==> src/hdl/upic_pkg.sv <==
// package: constants, types and field positions for the serial pin block
package upic_pkg;
  // ---------------------------------------------------------------
  // register selects (addr1, addr0)
  // ---------------------------------------------------------------
  localparam logic [1:0] ADDR_DATA = 2'h0;
  localparam logic [1:0] ADDR_STATUS = 2'h1;
  localparam logic [1:0] ADDR_MODE = 2'h2;
  localparam logic [1:0] ADDR_COMMAND = 2'h3;
  // ---------------------------------------------------------------
  // status and command bit positions
  // ---------------------------------------------------------------
  localparam int STATUS_BIT_TX_FREE = 0;
  localparam int STATUS_BIT_RX_FULL = 1;
  localparam int STATUS_BIT_EMPTY_OR_CHANGE = 2;
  localparam int STATUS_BIT_CARRIER = 6;
  localparam int STATUS_BIT_SET_READY = 7;
  localparam int COMMAND_BIT_TX_ENABLE = 0;
  localparam int COMMAND_BIT_TERMINAL_READY = 1;
  localparam int COMMAND_BIT_RX_ENABLE = 2;
  localparam int COMMAND_BIT_REQUEST_SEND = 5;
  // mode 2 fields: clock source selects and pin roles
  localparam int MODE2_TX_EXT = 4;
  localparam int MODE2_RX_EXT = 5;
  localparam int MODE2_TX_PIN_SYNC = 6;
  localparam int MODE2_RX_PIN_BREAK = 7;
  // mode 1 field: clock multiplier (1=1x, 2=16x, 3=64x)
  localparam int MODE1_MULT_LO = 0;
  // ---------------------------------------------------------------
  // reset values and counts
  // ---------------------------------------------------------------
  localparam logic [7:0] RESET_BYTE = 8'h00;
  localparam logic [3:0] DATA_BITS = 4'h8;
  localparam logic [5:0] DIV_1X = 6'h00;
  localparam logic [5:0] DIV_16X = 6'h0f;
  localparam logic [5:0] DIV_64X = 6'h3f;
  localparam logic [15:0] BAUD_DIV_RESET = 16'h0000;

  // cpu port bundle
  typedef struct packed {
    logic chip_select_n;
    logic write_not_read;
    logic [1:0] addr;
    logic [7:0] data;
  } upic_cpu_t;

  // modem inputs
  typedef struct packed {
    logic set_ready_n;
    logic carrier_n;
    logic clear_send_n;
  } upic_modem_t;

  typedef enum logic [2:0] {
    TX_IDLE = 3'b001,
    TX_SHIFT = 3'b010,
    TX_STOP = 3'b100
  } upic_tx_state_t;

  typedef enum logic [2:0] {
    RX_HUNT = 3'b001,
    RX_SHIFT = 3'b010,
    RX_STOP = 3'b100
  } upic_rx_state_t;
endpackage : upic_pkg

==> src/hdl/upic_top.sv <==
// module: cpu port, status, modem pins and serial line of the serial controller
// Function
// - reset clears mode, command, status and stops all activity
// - stay idle until the command word is written
// - direction low reads, high writes
// - chip select low performs access; high releases data bus
// - data bus eight bits, bit zero least significant
// - transmit free output is inverse of status bit zero, tx enable gated
// - receive full output inverse of status bit one, cleared by read or disable
// - empty/change output low on tx empty or modem input change
// - status read releases empty/change unless tx empty persists until load
// - baud generator clock feeds internal generator, unused with external clocks
// - external receive clock 1x (multiplier unused), sample data on rising edge
// - internal receive clock: pin is clock output or break flag
// - external transmit clock 1x (multiplier unused), output changes on falling edge
// - internal transmit clock: pin is clock output or jam sync input
// - mark high, space low; line held at mark when tx disabled
// - status bit seven inverse of set ready; change flags when enabled
// - receiver runs only with carrier low; bit six inverse carrier
// - carrier high during reception blocks receive clock
// - transmitter runs with clear-to-send low; current character finishes
// - terminal ready output inverse of command bit one
// - request send output inverse of command bit five
// - break flag high on break, low after one clock of mark
// - jam sync pulse synchronises receiver at next receive clock edge
// - data address reads receive holding, writes transmit holding
`timescale 1ns/1ps
module upic_top #(
  parameter int DIV_WIDTH = 16
) (
  input wire logic clk,
  input wire logic srst,
  input wire logic ce,
  input wire upic_pkg::upic_cpu_t cpu,
  output logic [7:0] data_out,
  output logic data_oe,
  input wire logic [DIV_WIDTH-1:0] baud_divisor,
  input wire logic baud_generator_clock,
  input wire upic_pkg::upic_modem_t modem,
  input wire logic rx_data,
  output logic tx_data,
  input wire logic rx_pin_in,
  output logic rx_pin_out,
  output logic rx_pin_oe,
  input wire logic tx_pin_in,
  output logic tx_pin_out,
  output logic tx_pin_oe,
  output logic transmit_holding_free_n_oe,
  output logic receive_holding_full_n_oe,
  output logic transmit_empty_or_modem_change_n_oe,
  output logic terminal_ready_n,
  output logic request_send_n
);
  import upic_pkg::*;

  initial
  begin
    if (DIV_WIDTH < 2) $error("divider width too small");
  end

  // ---------------------------------------------------------------
  // state
  // ---------------------------------------------------------------
  logic [7:0] mode1, next_mode1;
  logic [7:0] mode2, next_mode2;
  logic [7:0] command, next_command;
  logic mode_ptr, next_mode_ptr;
  logic configured, next_configured;
  logic [7:0] transmit_holding_register, next_thr;
  logic thr_full, next_thr_full;
  logic [7:0] receive_holding_register, next_rhr;
  logic rhr_full, next_rhr_full;
  logic tx_empty, next_tx_empty;
  logic modem_change, next_modem_change;
  logic cs_prev, next_cs_prev;
  logic [1:0] modem_prev, next_modem_prev;
  logic rx_clk_prev, tx_clk_prev;
  logic [7:0] next_data_out;
  upic_tx_state_t tx_state, next_tx_state;
  logic [8:0] tx_shift, next_tx_shift;
  logic [3:0] tx_cnt, next_tx_cnt;
  logic tx_line, next_tx_line;
  upic_rx_state_t rx_state, next_rx_state;
  logic [7:0] rx_shift, next_rx_shift;
  logic [3:0] rx_cnt, next_rx_cnt;
  logic break_flag, next_break_flag;
  logic rx_all_zero, next_rx_all_zero;
  logic jam_prev, next_jam_prev, jam_pend, next_jam_pend;

  // decoded controls
  logic tx_en, rx_en, rx_ext, tx_ext, access, rd_strobe, wr_strobe;
  logic rx_tick, tx_tick, rx_int_tick, tx_int_tick, rx_int_lvl, tx_int_lvl;
  logic [5:0] mult;
  logic [7:0] status;

  // multiplier select shared by both dividers
  function automatic logic [5:0] mult_of(input logic [1:0] sel);
    unique case (sel)
      2'h2: mult_of = DIV_16X;
      2'h3: mult_of = DIV_64X;
      default: mult_of = DIV_1X;
    endcase
  endfunction : mult_of

  assign tx_en = command[COMMAND_BIT_TX_ENABLE] & configured;
  assign rx_en = command[COMMAND_BIT_RX_ENABLE] & configured;
  assign rx_ext = mode2[MODE2_RX_EXT];
  assign tx_ext = mode2[MODE2_TX_EXT];
  assign mult = mult_of(mode1[MODE1_MULT_LO +: 2]);
  assign access = ~cpu.chip_select_n;
  assign rd_strobe = access & cs_prev & ~cpu.write_not_read;
  assign wr_strobe = access & cs_prev & cpu.write_not_read;

  // ---------------------------------------------------------------
  // internal baud generators, only used for internal clocks
  // ---------------------------------------------------------------
  upic_tick #(.WIDTH(DIV_WIDTH)) u_rx_gen (
    .clk(clk),
    .srst(srst),
    .ce(ce & baud_generator_clock),
    .run(rx_en & ~rx_ext),
    .divisor(baud_divisor),
    .mult(mult),
    .bit_tick(rx_int_tick),
    .clk_level(rx_int_lvl)
  );
  upic_tick #(.WIDTH(DIV_WIDTH)) u_tx_gen (
    .clk(clk),
    .srst(srst),
    .ce(ce & baud_generator_clock),
    .run(tx_en & ~tx_ext),
    .divisor(baud_divisor),
    .mult(mult),
    .bit_tick(tx_int_tick),
    .clk_level(tx_int_lvl)
  );

  // external clocks: receive on rising, transmit on falling edge
  assign rx_tick = ~modem.carrier_n & (rx_ext ? (rx_pin_in & ~rx_clk_prev) : rx_int_tick);
  assign tx_tick = tx_ext ? (~tx_pin_in & tx_clk_prev) : tx_int_tick;

  // status byte assembly
  always_comb
  begin
    status = RESET_BYTE;
    status[STATUS_BIT_TX_FREE] = tx_en & ~thr_full;
    status[STATUS_BIT_RX_FULL] = rhr_full;
    status[STATUS_BIT_EMPTY_OR_CHANGE] = (tx_en & tx_empty) | modem_change;
    status[STATUS_BIT_CARRIER] = ~modem.carrier_n;
    status[STATUS_BIT_SET_READY] = ~modem.set_ready_n;
  end

  // ---------------------------------------------------------------
  // cpu port and flags
  // ---------------------------------------------------------------
  always_comb
  begin
    next_mode1 = mode1;
    next_mode2 = mode2;
    next_command = command;
    next_mode_ptr = mode_ptr;
    next_configured = configured;
    next_thr = transmit_holding_register;
    next_thr_full = thr_full;
    next_modem_change = modem_change;
    next_data_out = data_out;
    next_cs_prev = ~access;
    next_modem_prev = {modem.set_ready_n, modem.carrier_n};
    if (rd_strobe)
    begin
      unique case (cpu.addr)
        ADDR_DATA: next_data_out = receive_holding_register;
        ADDR_STATUS:
        begin
          next_data_out = status;
          next_modem_change = 1'b0;
        end
        ADDR_MODE:
        begin
          next_data_out = mode_ptr ? mode2 : mode1;
          next_mode_ptr = ~mode_ptr;
        end
        ADDR_COMMAND:
        begin
          next_data_out = command;
          next_mode_ptr = 1'b0;
        end
      endcase
    end
    if (wr_strobe)
    begin
      unique case (cpu.addr)
        ADDR_DATA:
        begin
          next_thr = cpu.data;
          next_thr_full = 1'b1;
        end
        ADDR_STATUS: next_thr = transmit_holding_register;
        ADDR_MODE:
        begin
          if (mode_ptr)
            next_mode2 = cpu.data;
          else
            next_mode1 = cpu.data;
          next_mode_ptr = ~mode_ptr;
        end
        ADDR_COMMAND:
        begin
          next_command = cpu.data;
          next_configured = 1'b1;
        end
      endcase
    end
    // load into shifter frees the holding register
    if (tx_state == TX_IDLE && thr_full && tx_tick && tx_en && !modem.clear_send_n)
      next_thr_full = 1'b0;
    if (wr_strobe && cpu.addr == ADDR_DATA)
      next_thr_full = 1'b1;
    // modem change set wins over status read clear
    if ((command[COMMAND_BIT_RX_ENABLE] | command[COMMAND_BIT_TX_ENABLE]) &&
        (next_modem_prev != modem_prev))
      next_modem_change = 1'b1;
  end

  // ---------------------------------------------------------------
  // transmitter
  // ---------------------------------------------------------------
  always_comb
  begin
    next_tx_state = tx_state;
    next_tx_shift = tx_shift;
    next_tx_cnt = tx_cnt;
    next_tx_line = tx_line;
    next_tx_empty = tx_empty;
    if (wr_strobe && cpu.addr == ADDR_DATA)
      next_tx_empty = 1'b0;
    if (!tx_en)
    begin
      next_tx_state = TX_IDLE;
      next_tx_line = 1'b1;
    end
    else if (tx_tick)
    begin
      unique case (tx_state)
        TX_IDLE:
        begin
          next_tx_line = 1'b1;
          if (thr_full && !modem.clear_send_n)
          begin
            next_tx_shift = {1'b1, transmit_holding_register};
            next_tx_line = 1'b0;
            next_tx_cnt = '0;
            next_tx_state = TX_SHIFT;
          end
        end
        TX_SHIFT:
        begin
          next_tx_line = tx_shift[0];
          next_tx_shift = {1'b1, tx_shift[8:1]};
          next_tx_cnt = tx_cnt + 4'h1;
          if (tx_cnt == DATA_BITS - 4'h1)
            next_tx_state = TX_STOP;
        end
        TX_STOP:
        begin
          next_tx_line = 1'b1;
          next_tx_state = TX_IDLE;
          if (!thr_full)
            next_tx_empty = 1'b1;
        end
      endcase
    end
  end

  // ---------------------------------------------------------------
  // receiver
  // ---------------------------------------------------------------
  always_comb
  begin
    next_rx_state = rx_state;
    next_rx_shift = rx_shift;
    next_rx_cnt = rx_cnt;
    next_rhr = receive_holding_register;
    next_rhr_full = rhr_full;
    next_break_flag = break_flag;
    next_rx_all_zero = rx_all_zero;
    next_jam_prev = tx_pin_in;
    next_jam_pend = jam_pend;
    if (mode2[MODE2_TX_PIN_SYNC] && tx_pin_in && !jam_prev)
      next_jam_pend = 1'b1;
    if (rd_strobe && cpu.addr == ADDR_DATA)
      next_rhr_full = 1'b0;
    if (!rx_en)
    begin
      next_rx_state = RX_HUNT;
      next_rhr_full = 1'b0;
    end
    else if (rx_tick)
    begin
      if (break_flag && rx_data)
        next_break_flag = 1'b0;
      unique case (rx_state)
        RX_HUNT:
          if (jam_pend || (!rx_data && !break_flag))
          begin
            next_jam_pend = 1'b0;
            next_rx_cnt = '0;
            next_rx_all_zero = ~rx_data;
            next_rx_state = RX_SHIFT;
          end
        RX_SHIFT:
        begin
          next_rx_shift = {rx_data, rx_shift[7:1]};
          next_rx_all_zero = rx_all_zero & ~rx_data;
          next_rx_cnt = rx_cnt + 4'h1;
          if (rx_cnt == DATA_BITS - 4'h1)
            next_rx_state = RX_STOP;
        end
        RX_STOP:
        begin
          next_rhr = rx_shift;
          next_rhr_full = 1'b1;
          if (rx_all_zero && !rx_data)
            next_break_flag = 1'b1;
          next_rx_state = RX_HUNT;
        end
      endcase
    end
  end

  // ---------------------------------------------------------------
  // registers; reset returns every register to its idle value
  // ---------------------------------------------------------------
  always_ff @(posedge clk)
  begin
    if (srst)
    begin
      mode1 <= RESET_BYTE;
      mode2 <= RESET_BYTE;
      command <= RESET_BYTE;
      mode_ptr <= 1'b0;
      configured <= 1'b0;
      transmit_holding_register <= RESET_BYTE;
      thr_full <= 1'b0;
      receive_holding_register <= RESET_BYTE;
      rhr_full <= 1'b0;
      tx_empty <= 1'b0;
      modem_change <= 1'b0;
      cs_prev <= 1'b1;
      modem_prev <= 2'h3;
      rx_clk_prev <= 1'b0;
      tx_clk_prev <= 1'b0;
      data_out <= RESET_BYTE;
      tx_state <= TX_IDLE;
      tx_shift <= 9'h1ff;
      tx_cnt <= 4'h0;
      tx_line <= 1'b1;
      rx_state <= RX_HUNT;
      rx_shift <= RESET_BYTE;
      rx_cnt <= 4'h0;
      break_flag <= 1'b0;
      rx_all_zero <= 1'b0;
      jam_prev <= 1'b0;
      jam_pend <= 1'b0;
    end
    else if (ce)
    begin
      mode1 <= next_mode1;
      mode2 <= next_mode2;
      command <= next_command;
      mode_ptr <= next_mode_ptr;
      configured <= next_configured;
      transmit_holding_register <= next_thr;
      thr_full <= next_thr_full;
      receive_holding_register <= next_rhr;
      rhr_full <= next_rhr_full;
      tx_empty <= next_tx_empty;
      modem_change <= next_modem_change;
      cs_prev <= next_cs_prev;
      modem_prev <= next_modem_prev;
      rx_clk_prev <= rx_pin_in;
      tx_clk_prev <= tx_pin_in;
      data_out <= next_data_out;
      tx_state <= next_tx_state;
      tx_shift <= next_tx_shift;
      tx_cnt <= next_tx_cnt;
      tx_line <= next_tx_line;
      rx_state <= next_rx_state;
      rx_shift <= next_rx_shift;
      rx_cnt <= next_rx_cnt;
      break_flag <= next_break_flag;
      rx_all_zero <= next_rx_all_zero;
      jam_prev <= next_jam_prev;
      jam_pend <= next_jam_pend;
    end
  end

  // ---------------------------------------------------------------
  // pins
  // ---------------------------------------------------------------
  assign data_oe = access & ~cpu.write_not_read;
  assign tx_data = tx_line;
  assign rx_pin_oe = ~rx_ext;
  assign rx_pin_out = mode2[MODE2_RX_PIN_BREAK] ? break_flag : rx_int_lvl;
  assign tx_pin_oe = ~tx_ext & ~mode2[MODE2_TX_PIN_SYNC];
  assign tx_pin_out = tx_int_lvl;
  // open-drain: enable high pulls the line low
  assign transmit_holding_free_n_oe = status[STATUS_BIT_TX_FREE];
  assign receive_holding_full_n_oe = status[STATUS_BIT_RX_FULL];
  assign transmit_empty_or_modem_change_n_oe = status[STATUS_BIT_EMPTY_OR_CHANGE];
  assign terminal_ready_n = ~command[COMMAND_BIT_TERMINAL_READY];
  assign request_send_n = ~command[COMMAND_BIT_REQUEST_SEND];
endmodule : upic_top

==> src/hdl/upic_tick.sv <==
// module: clock tick generator with divide-by-multiplier and edge pulses
`timescale 1ns/1ps
module upic_tick #(
  parameter int WIDTH = 16
) (
  input wire logic clk,
  input wire logic srst,
  input wire logic ce,
  input wire logic run,
  input wire logic [WIDTH-1:0] divisor,
  input wire logic [5:0] mult,
  output logic bit_tick,
  output logic clk_level
);
  import upic_pkg::*;

  initial
  begin
    if (WIDTH < 2) $error("upic_tick width too small");
  end

  logic [WIDTH-1:0] base_cnt;
  logic [WIDTH-1:0] next_base_cnt;
  logic [5:0] mult_cnt;
  logic [5:0] next_mult_cnt;
  logic next_bit_tick;
  logic next_clk_level;

  // ---------------------------------------------------------------
  // counters: base divider then multiplier divider
  // ---------------------------------------------------------------
  always_comb
  begin
    next_base_cnt = base_cnt;
    next_mult_cnt = mult_cnt;
    next_bit_tick = 1'b0;
    next_clk_level = clk_level;
    if (!run)
    begin
      next_base_cnt = '0;
      next_mult_cnt = '0;
    end
    else if (base_cnt >= divisor)
    begin
      next_base_cnt = '0;
      next_clk_level = ~clk_level;
      if (mult_cnt >= mult)
      begin
        next_mult_cnt = '0;
        next_bit_tick = 1'b1;
      end
      else
        next_mult_cnt = mult_cnt + 6'h01;
    end
    else
      next_base_cnt = base_cnt + {{(WIDTH-1){1'b0}}, 1'b1};
  end

  // registers
  always_ff @(posedge clk)
  begin
    if (srst)
    begin
      base_cnt <= '0;
      mult_cnt <= '0;
      bit_tick <= 1'b0;
      clk_level <= 1'b0;
    end
    else if (ce)
    begin
      base_cnt <= next_base_cnt;
      mult_cnt <= next_mult_cnt;
      bit_tick <= next_bit_tick;
      clk_level <= next_clk_level;
    end
  end
endmodule : upic_tick

==> config.mk <==
export PLATFORM = sky130hd
export DESIGN_NAME = upic_top
export DESIGN_NICKNAME = d
export VERILOG_FILES = /design/src/hdl/upic_pkg.sv /design/src/hdl/upic_top.sv /design/src/hdl/upic_tick.sv
export SDC_FILE = /design/constraint.sdc
export NUM_CORES = 1
export LEC_CHECK = 0
export BUFFER_PORTS_ARGS = -buffer_cell sky130_fd_sc_hd__buf_2
export CORE_ASPECT_RATIO = 2
export CORE_UTILIZATION = 34
export CTS_BUF_LIST = sky130_fd_sc_hd__clkbuf_8
export DETAILED_ROUTE_END_ITERATION = 8
export PLACE_DENSITY_LB_ADDON = 0.15
export SYNTH_ARGS = -nofsm -noshare
export SYNTH_HDL_FRONTEND = slang
export SYNTH_SLANG_ARGS = --single-unit
==> constraint.sdc <==
create_clock -name clk -period 2.8 [get_ports clk]
set_clock_uncertainty 0.05 [all_clocks]
set_input_delay 0.42 -clock clk [delete_from_list [all_inputs] [get_ports clk]]
set_output_delay 0.42 -clock clk [all_outputs]
set_load 0.05 [all_outputs]
== Yosys cells after proc, flatten, opt, wreduce, memory -nomap -nowiden ==
Cells that the tools add are included.

* $add $sub $neg: 6
* Order comparisons: 4
* Muxes and demuxes: 72
* Eq/ne operators: 24
* Bitwise operators: 34
* Reductions and logical operators: 44

{| class="wikitable"
|+ Operators with widths
! cell !! number
|-
| 16-bit two-way mux || 4
|-
| 1-bit two-way mux || 40
|-
| 6-bit two-way mux || 6
|-
| 16-bit by 1-bit adder with 16-bit output (second input constant) || 2
|-
| 16-bit >= comparator || 2
|-
| 8-bit case mux with 4 select lines || 1
|-
| 3-bit two-way mux || 8
|-
| 4-bit AND reduction || 6
|-
| 3-bit AND reduction || 7
|-
| 3-bit case mux with 3 select lines || 2
|-
| 9-bit case mux with 2 select lines || 1
|-
| 1-bit bitwise AND || 16
|-
| 1-bit NOT || 16
|-
| 4-bit case mux with 2 select lines || 2
|-
| 1-bit logical AND || 13
|-
| 6-bit by 1-bit adder with 6-bit output (second input constant) || 2
|-
| 6-bit >= comparator || 2
|-
| 6-bit case mux with 2 select lines || 1
|-
| 5-bit AND reduction || 2
|-
| 9-bit two-way mux || 1
|-
| 3-bit != test (second input constant) || 3
|-
| 4-bit by 1-bit adder with 4-bit output (second input constant) || 2
|-
| 2-bit == test (second input constant) || 4
|-
| 4-bit by 3-bit == test with 1-bit output (second input constant) || 2
|-
| other kinds (19) || 39
|}

* Output and inout bits: 19
* Register bits after elaboration: 142
* Input bits: 38

== Logic depth before layout (Yosys ltp) ==
Gate-level depths: netlist of run 1.

* Word-level depth: 9
* Mapped depth: 10

== Cells and area by module ==
Synthesis of run 1 repeated with hierarchy kept, for this count alone.

* Cell total of the unflattened synthesis: 860
* Area total of the unflattened synthesis: 7462.2 µm²

{| class="wikitable"
|+ Modules (own cells, without submodules)
! module !! times used !! cells each !! sequential area each (µm²) !! area an instance (µm²)
|-
| upic_top || 1 || 468 || 1861.8 || 4226.6
|-
| upic_tick || 2 || 196 || 480.5 || 1617.8
|}

== Least setup slack after synthesis of run 1 ==
Ideal clock, no wire load.

* Path kind: in2reg
* Start: input port baud_divisor[0]
* End: register u_rx_gen.mult_cnt[4]
* Cell stages on the path: 7
* Setup slack: 0.639 ns
* Arrival time: 1.969 ns
* Data required time: 2.609 ns
* Cell sequence: ha_1 nand2b_4 a2111oi_2 and4bb_1 o311ai_4 or3_1 o221ai_1

* Longest elaborated chain between the ends: 3

{| class="wikitable"
|+ Ends and longest elaborated chain
! what !! RTL line !! source
|-
| from (decl) || upic_top.sv:37 || <nowiki>input wire logic [DIV_WIDTH-1:0] baud_divisor,</nowiki>
|-
| 16-bit >= comparator || upic_tick.sv:43 || <nowiki>else if (base_cnt >= divisor)</nowiki>
|-
| 2-bit != test (no line) || -- ||
|-
| 2-bit AND reduction (no line) || -- ||
|-
| to (signal assigned) || upic_tick.sv:72 || <nowiki>mult_cnt <= next_mult_cnt;</nowiki>
|-
| to (decl) || upic_tick.sv:24 || <nowiki>logic [5:0] mult_cnt;</nowiki>
|}

Every way passes these cells.
A chain may end at the register's enable or synchronous reset.

== Worst setup path in the final report of run 1 ==
* Start: register u_rx_gen.base_cnt[0]
* End: register u_rx_gen.base_cnt[13]

* Longest elaborated chain between the ends: 3

{| class="wikitable"
|+ Ends and longest elaborated chain
! what !! RTL line !! source
|-
| from (decl) || upic_tick.sv:22 || <nowiki>logic [WIDTH-1:0] base_cnt;</nowiki>
|-
| from (signal assigned) || upic_tick.sv:71 || <nowiki>base_cnt <= next_base_cnt;</nowiki>
|-
| 16-bit by 1-bit adder with 16-bit output / 16-bit >= comparator (equally long branches) || upic_tick.sv:56, upic_tick.sv:43 ||
|-
| 16-bit two-way mux (*) || upic_tick.sv:43 ||
|-
| 16-bit two-way mux (*) || upic_tick.sv:38 || <nowiki>if (!run)</nowiki>
|}

Mark *: on every way between the ends. The rest lies on a longest branch, timed or not.

==> results.tsv, run 1 <==
metric	value	unit
outcome	finished clean	
post_cts_buffers	0	
rsz0062_at_grt	no	
vias	5874	
die_x	106	um
p_leak	3.32	nW
grt_pass1_vias	5902	
ant_nets	0	
ys_types	71	
fin_ws	0.447	ns
synthArstFlopShare	0	%
critPathKind	reg -> reg	
grt_max_degree	63	
antenna_found_initial	1	
yosys.area.top_type	dfxtp_1	
syn_area_per_cell	8.99	um^2
peakVddDrop	260	uV
grt_overflow	0	
setup_violations	0	
clkSinkCount	141	
syn_nets	892	
drive_gt1_share	15.7	%
tightest_slew	0.685	ns
hold_viol_final	0	
nFillCells	2216	
min_period	2.35	ns
cts_made_buffers	17	
first_pass_iters	4	
cellPowerDensity	477	mW/mm^2
hp-class	in -> reg	
crit_arrival	2.69	ns
cts_max_path_buffers	2	
fin_crit_sh	84.1	%
worstSetupEndpointType	flop	
grt_first_pass_wirelength	31300	um
insertedDiodeCount	0	
drt-total-wl	19700	um
yosys_warnings	0	
maxSlewHeadroom	54.2	%
core-area	0.0210	mm^2
wl_met2	11500	um
ys_seq_area_share	38.7	%
cts_hold_buf	0	
num_rows	75	
syn_area	0.00729	mm^2
post-place-ws	0.358	ns
synth_seq_cells	141	
routed.top_layer	met5	
ys_top_cells_by_area	dfxtp_1 39%, mux2i_1 9.8%, ha_1 7.6%, nor2_1 6.7%, nand2_1 2.8%	
synth_edf_count	0	
critical_path_required	3.14	ns
vias_per_cell	5.11	
cts-root-buf	clkbuf_8	
drt-met1-wl	7050	um
cp-start-kind	flop	
drc	0	
dpl_cell_area	0.00789	mm^2
drt_first_iter_violations	182	
routedWlPerCell	17.1	um
die_area	0.0221	mm^2
drv_slew	0	
final_nets	952	
cap_violations	0	
synth_flop_cell	dfxtp_1	
die_y	209	um
htreeDepth	4	
port_buffers	56	
fmax	425	MHz
syn_inst	810	
detailed_place_hpwl	15300	um
synth_most_common_cell	dfxtp_1	
finalInstanceArea	0.00828	mm^2
tns	0	ns
cts_tree	built	
floorplan.initialDensity	34.7	%
path_clk_slew	0.07	ns
insertion_delay	0.45	ns
synth_top_area_share	38.7	%
wl_met3	485	um
gp_congestion	0.862	
grt_use_total	18.8	%
total_power	3.95	mW
synth.top_cells.by_count	141 x dfxtp_1, 131 x nor2_1, 71 x mux2i_1	
ios	57	
cts_resized	0	
crit_fanout	4	
syn2layout_area_growth	13.6	%
sequential cells by signal, indices dropped and copies added, names as in the netlist, 4 cells and up:
name and flops:
tx_shift 8, transmit_holding_register 8, receive_holding_register 8, u_rx_gen.base_cnt 16, u_tx_gen.base_cnt 16, mode1 8, rx_cnt 4, u_rx_gen.mult_cnt 6
u_tx_gen.mult_cnt 6, command 8, mode2 8, data_out 8, rx_shift 8, tx_cnt 4
cell families after synthesis:
group                    synth area share [%]
XOR/XNOR                                 4.45
AND/OR/NAND/NOR                          20.7
adder cells (fa/ha/maj)                  7.56
buffers and inverters                    4.33
AO/OA/AOI/OAI                            11.5
multiplexers                             12.7
flip-flops                               38.7
metrics by stage:
step / util (%) / hold WS (ns) / instances
6_report: 39.4 / 0.177 / 1149
5_1_grt: 39.4 / 0.163 / 1149
4_1_cts: 39.4 / 0.147 / 1149
3_3_place_gp: 37.5 / 0.393 / 1120
3_5_place_dp: 37.5 / 0.396 / 1120
2_1_floorplan: - / 0.382 / 810
routing by layer:
metal  track usage [%]  vias to the layer above
met1              17.6                     2778
met5                 0                        -
met2              38.0                      107
met3              3.52                       32
li1                  -                     2955
met4              8.62                        2
final timing paths:
check / slack [ns] / end / start / cells after the start
min: 0.18 / rx_all_zero / rx_data / 2
max: 0.45 / u_rx_gen.base_cnt[13] / u_rx_gen.base_cnt[0] / 8
max reg2reg: 0.45 / u_rx_gen.base_cnt[13] / u_rx_gen.base_cnt[0] / 8
min reg2reg: 0.41 / modem_change / modem_change / 2
critical path: stages, from the launching register on:
cell	delay [ns]
dfxtp_1	0.44
inv_1	0.07
ha_1	0.27
nand2b_4	0.14
a2111oi_2	0.36
nand4bb_2	0.21
nand4_1	0.21
o41ai_1	0.37
o31a_1	0.19
area by class of cell:
cell class                 count  area [um^2]  area share [%]
inverter                      40          150            1.81
multi-input combinational    596         4160            50.2
clock buffer                  22          303            3.66
timing repair buffer          74          418            5.05
tap                          269          337            4.07
sequential                   141         2820            34.1
clock inverter                 7         88.8            1.07
where the power goes:
part           internal, mW  switching (mW)
clock                 0.890           0.759
combinational        0.0942           0.169
sequential             2.02          0.0160
total                  3.00           0.944
cells in the final DEF, fill, tap and decap left out, types with 10 or more instances in the layout:
cell,n
xor2_1,23
buf_4,19
dfxtp_1,141
ha_1,44
buf_2,55
nor3_1,12
mux2_2,11
nor2b_1,10
inv_1,41
mux2i_1,71
nand3_1,25
xnor2_1,14
a21oi_1,25
nor2_1,131
clkbuf_8,22
nand4_1,17
nand2b_1,17
o21ai_0,20
nand2_1,55
Note: power is estimated with default switching activity, not from simulation.
==> run 2: changes to the inputs <==
- clock period: 2.8 -> 2 ns (I/O delays scaled with it)
==> run 2 against run 1 <==
Compared with the run above:
- clock-buffer cell count is 3 lower
- critical path depth is 1 higher
- the run now ends with setup timing left
- sequential power is 39% higher
- via count is 5.0% higher
- combinational power is 72% higher
- worst hold slack worse by 0.15 ns
- clock power is 35% higher
- first-iteration DRC count is 10% lower
- power is 40% higher
- sequential cell count stayed put
- non-clock buffer count is 76 higher
- largest cell class unchanged
==> results.tsv, run 2 (synthesis gave the netlist of run 1 again) <==
metric	value	unit
outcome	finished with violations	
violations	setup timing	
reg2reg_to	u_rx_gen.base_cnt[0]	
grt_max_degree	41	
drt_first_iter_violations	163	
cp_common_cell	nand4_1	
grt_first_pass_wirelength	32200	um
insertion_delay	0.46	ns
ios	57	
crit_path_end	u_rx_gen.base_cnt[0]	
vias	6165	
die_y	209	um
crit_fanout	7	
fin_ws	-0.0782	ns
reg2reg_slack	-0.08	ns
cellPowerDensity	592	mW/mm^2
antenna_found_initial	1	
reg2reg_depth	9	
routedWlPerCell	16.7	um
gp_congestion	0.829	
drt-total-wl	20600	um
critical_path_required	2.30	ns
netSwitchingPower	1.45	mW
htreeDepth	4	
cp-startpoint	u_rx_gen.base_cnt[15]	
ff_latch_area	0.00284	mm^2
core-area	0.0210	mm^2
total_power	5.51	mW
pwr-share-clk	40.2	%
drv_slew	0	
floorplan.initialDensity	34.7	%
die_x	106	um
swShare	26.4	%
multiInputGateArea	0.00456	mm^2
cts_hold_buf	0	
grt_pass1_vias	6208	
crit_path_top_delay_cell	or3_4	
worstPathCellList	ha_4 -> nand4_1 -> or3_4 -> and3_4 -> nand4_1 -> a21o_1 -> buf_6 -> buf_12 -> nor2_1	
top_regs	u_rx_gen.base_cnt: 16 flops, u_tx_gen.base_cnt: 16 flops	
tightest_slew	0.531	ns
cts_max_path_buffers	2	
clkSinkCount	141	
p_leak	3.75	nW
path_clk_slew	0.08	ns
grt_overflow	0	
hold_viol_final	0	
cp-start-kind	flop	
peakVddDrop	318	uV
cts-root-buf	clkbuf_8	
fin_crit_sh	104	%
p_seq_share	51.6	%
p_int	4.06	mW
nFillCells	2148	
drc	0	
final_common_cell	dfxtp_1	
rsz0062_at_grt	yes	
syn2layout_area_growth	27.8	%
crit_arrival	2.38	ns
cts_tree	built	
final_cell_mix	128 x dfxtp_1, 120 x nor2_1, 86 x buf_4, 71 x mux2i_1, 55 x buf_2	
grt_use_total	19.3	%
num_rows	75	
p_comb_share	8.2	%
first_pass_iters	7	
port_buffers	56	
detailed_place_hpwl	15900	um
tns	-2.07	ns
die_area	0.0221	mm^2
worstSetupEndpointType	flop	
final_nets	1028	
critPathMaxStageDelay	0.42	ns
cap_violations	0	
critPathKind	reg -> reg	
maxSlewHeadroom	64.2	%
hp-class	in -> reg	
fmax	481	MHz
ant_nets	0	
drive_gt1_share	28.7	%
min_period	2.08	ns
cts_made_buffers	17	
setup_violations	42	
reg2reg_from	u_rx_gen.base_cnt[15]	
vias_per_cell	5.02	
==> run 2: cell types whose count changed in the layout (fill, tap and decap cells not counted), moves of 3 or more <==
cell      before  now
buf_4         19   86
buf_6          0    6
clkbuf_8      22   19
clkinv_4       0    3
dfxtp_1      141  128
dfxtp_2        0   11
ha_1          44   34
ha_4           0   10
nor2_1       131  120
nor2_4         1   11
o21ai_0       20   13
o21ai_1        2    8
==> run 2: critical path, delay by kind of cell, from the launching register on <==
kind | cells | cell delay [ns]
adder cells (fa/ha/maj) | 1 | 0.27
buffers and inverters | 2 | 0.27
AND/OR/NAND/NOR | 5 | 0.88
AO/OA/AOI/OAI | 1 | 0.15
flip-flops | 1 | 0.35
==> run 2: power groups by stage <==
stage          Sequential, mW  Clock [mW]  Combinational [mW]
6_report                 2.84        2.22               0.453
5_1_grt                  2.85        2.40               0.496
4_1_cts                  2.85        2.33               0.422
3_5_place_dp             2.91           0               0.403
3_3_place_gp             2.91           0               0.401
2_1_floorplan            2.92           0               0.225
==> run 2: metrics by stage <==
stage	std cells	setup WS [ns]	utilization [%]	hold WS (ns)	area, um^2
finish	1229	-0.0782	44.3	0.0290	9310
global placement	1188	-0.357	40.0	0.395	8410
global route	1228	-0.208	44.3	0.0159	9310
CTS	1225	-0.140	42.5	0.00159	8930
floorplan	810	-0.0253	-	0.346	7300
detailed placement	1188	-0.372	40.0	0.411	8410
==> run 2: final cells by class <==
class                   count  area share [%]
inverters                  40            1.64
flip-flops and latches    141            30.6
diodes                      1          0.0269
repair buffers            150            11.2
multi-input cells         596            48.9
well taps                 269            3.62
clock inverters            13            1.26
clock buffers              19            2.81
==> run 2: worst min path at each step <==
stage                       startpoint      endpoint  cells after the start
after global placement    modem_change  modem_change                      2
after floorplan                rx_data   rx_all_zero                      1
final                          rx_data   rx_all_zero                      2
after detailed placement   rx_all_zero    break_flag                      2
after global routing           rx_data   rx_all_zero                      2
after CTS                      rx_data   rx_all_zero                      2
==> run 2: what timing repair did <==
| item | in CTS | in global routing |
|---|---|---|
| gates cloned | 1 | 0 |
| pin swaps | 16 | 39 |
| endpoints found under the setup margin | 46 | 70 |
| setup buffers | 4 | 4 |
| resized for setup | 27 | 74 |
==> run 2: routing by layer <==
metal	up-vias	GRT usage, %	wire [um]
met5	-	0	10
met4	2	10.7	789
met3	37	3.56	574
met2	105	38.6	11900
met1	2912	17.6	7280
li1	3109	-	-
==> run 3: changes to the inputs <==
- CORE_ASPECT_RATIO: 2 -> 1.4
- CORE_MARGIN: default -> 1.5
==> run 3 against run 2 <==
Compared with the run above:
- the flow still finishes with violations (setup timing)
- sequential share of layout area fell by 0.49 points
- first-iteration DRC count increased by 59%
- cell count fell by 0.24%
- critical endpoint is now u_rx_gen.mult_cnt[4]
- largest power group unchanged
==> results.tsv, run 3 (synthesis gave the netlist of run 1 again) <==
metric	value	unit
fin_ws	-0.0770	ns
cts-root-buf	clkbuf_8	
worstSetupEndpointType	flop	
tightest_slew	0.547	ns
vias	6166	
grt_overflow	0	
reg2reg_from	u_rx_gen.base_cnt[15]	
antenna_found_initial	0	
crit_arrival	2.36	ns
min_period	2.08	ns
reg2reg_depth	8	
clkSinkCount	141	
cp-startpoint	u_rx_gen.base_cnt[15]	
path_clk_slew	0.09	ns
rsz0062_at_grt	yes	
gp_congestion	0.813	
final_nets	1035	
die_x	127	um
die_area	0.0223	mm^2
crit_path_end	u_rx_gen.mult_cnt[4]	
p_leak	3.83	nW
drc	0	
vias_per_cell	5.03	
ant_nets	0	
total_power	5.62	mW
critical_path_required	2.28	ns
cap_violations	0	
reg2reg_to	u_rx_gen.mult_cnt[4]	
floorplan.initialDensity	34.5	%
final_common_cell	dfxtp_1	
detailed_place_hpwl	15100	um
drt_first_iter_violations	259	
cp-start-kind	flop	
final_cell_mix	126 x dfxtp_1, 115 x nor2_1, 89 x buf_4, 71 x mux2i_1, 54 x buf_2	
setup_violations	22	
grt_pass1_vias	6150	
num_rows	63	
die_y	176	um
drt-total-wl	20000	um
drv_slew	0	
cts_made_buffers	17	
fmax	481	MHz
peakVddDrop	397	uV
grt_first_pass_wirelength	31500	um
fin_crit_sh	104	%
insertion_delay	0.45	ns
nFillCells	2091	
top_regs	u_rx_gen.base_cnt: 16 flops, u_tx_gen.base_cnt: 16 flops	
core-area	0.0211	mm^2
reg2reg_slack	-0.08	ns
first_pass_iters	4	
drive_gt1_share	31.2	%
outcome	finished with violations	
cellPowerDensity	594	mW/mm^2
post-place-ws	-0.265	ns
grt_use_total	18.2	%
htreeDepth	4	
routedWlPerCell	16.3	um
hold_viol_final	0	
maxSlewHeadroom	63.4	%
hp-class	in -> reg	
crit_fanout	6	
violations	setup timing	
cts_hold_buf	0	
port_buffers	56	
cts_max_path_buffers	2	
critPathKind	reg -> reg	
insertedDiodeCount	0	
fin_util	44.8	%
ios	57	
syn2layout_area_growth	29.9	%
grt_max_degree	75	
cts_tree	built	
[run 3: how the worst min path moves through the flow]
stage,startpoint,endpoint,slack [ns],cells after the start
3_3_place_gp,modem_change,modem_change,0.39,2
2_1_floorplan,rx_data,rx_all_zero,0.35,1
6_report,rx_data,rx_all_zero,0.05,2
5_1_grt,rx_data,rx_all_zero,0.03,2
4_1_cts,rx_data,rx_all_zero,0.03,2
3_5_place_dp,modem_change,modem_change,0.40,2
[run 3: per-stage QoR]
stage	hold WS [ns]	cells	TNS [ns]	cell area, um^2
final	0.0504	1226	-1.00	9460
after detailed placement	0.402	1188	-8.79	8510
after global placement	0.395	1188	-9.04	8510
after CTS	0.0278	1221	-0.444	9140
after floorplan	0.346	810	-0.0253	7300
after global routing	0.0337	1226	-4.33	9460
[run 3: what timing repair did]
action                                 4_1_cts  5_1_grt
resized for setup                           42       68
endpoints found under the hold margin        0        0
buffers inserted                             1        4
gates cloned                                 0        1
pin swaps                                   22       48
setup endpoints to repair                   46       56
[run 3: cell type report]
class | instances | area (um^2) | area share, %
multi-input combinational | 596 | 4620 | 48.8
timing repair buffer | 157 | 1140 | 12.0
tap | 260 | 325 | 3.44
sequential | 141 | 2840 | 30.1
clock inverter | 15 | 153 | 1.61
clock buffer | 17 | 234 | 2.47
inverter | 40 | 150 | 1.59
[run 3: where the power goes]
group / switching [mW] / internal, mW
logic: 0.277 / 0.195
clock network: 1.27 / 1.03
registers: 0.0167 / 2.83
total: 1.57 / 4.05
[run 3: per-layer routing]
layer / share of wire, % / global-route usage, %
met5: 0 / 0
met4: 2.1 / 6.63
met3: 2.6 / 2.82
met2: 55 / 35.6
met1: 41 / 19.7
[run 3: worst max-delay path, stage by stage (launching register included)]
cell      delay, ns
dfxtp_4        0.37
ha_4           0.26
nand4_1        0.15
or3_4          0.42
and3_4         0.17
nand4_1        0.09
a21o_1         0.21
buf_6          0.16
o221ai_2       0.08
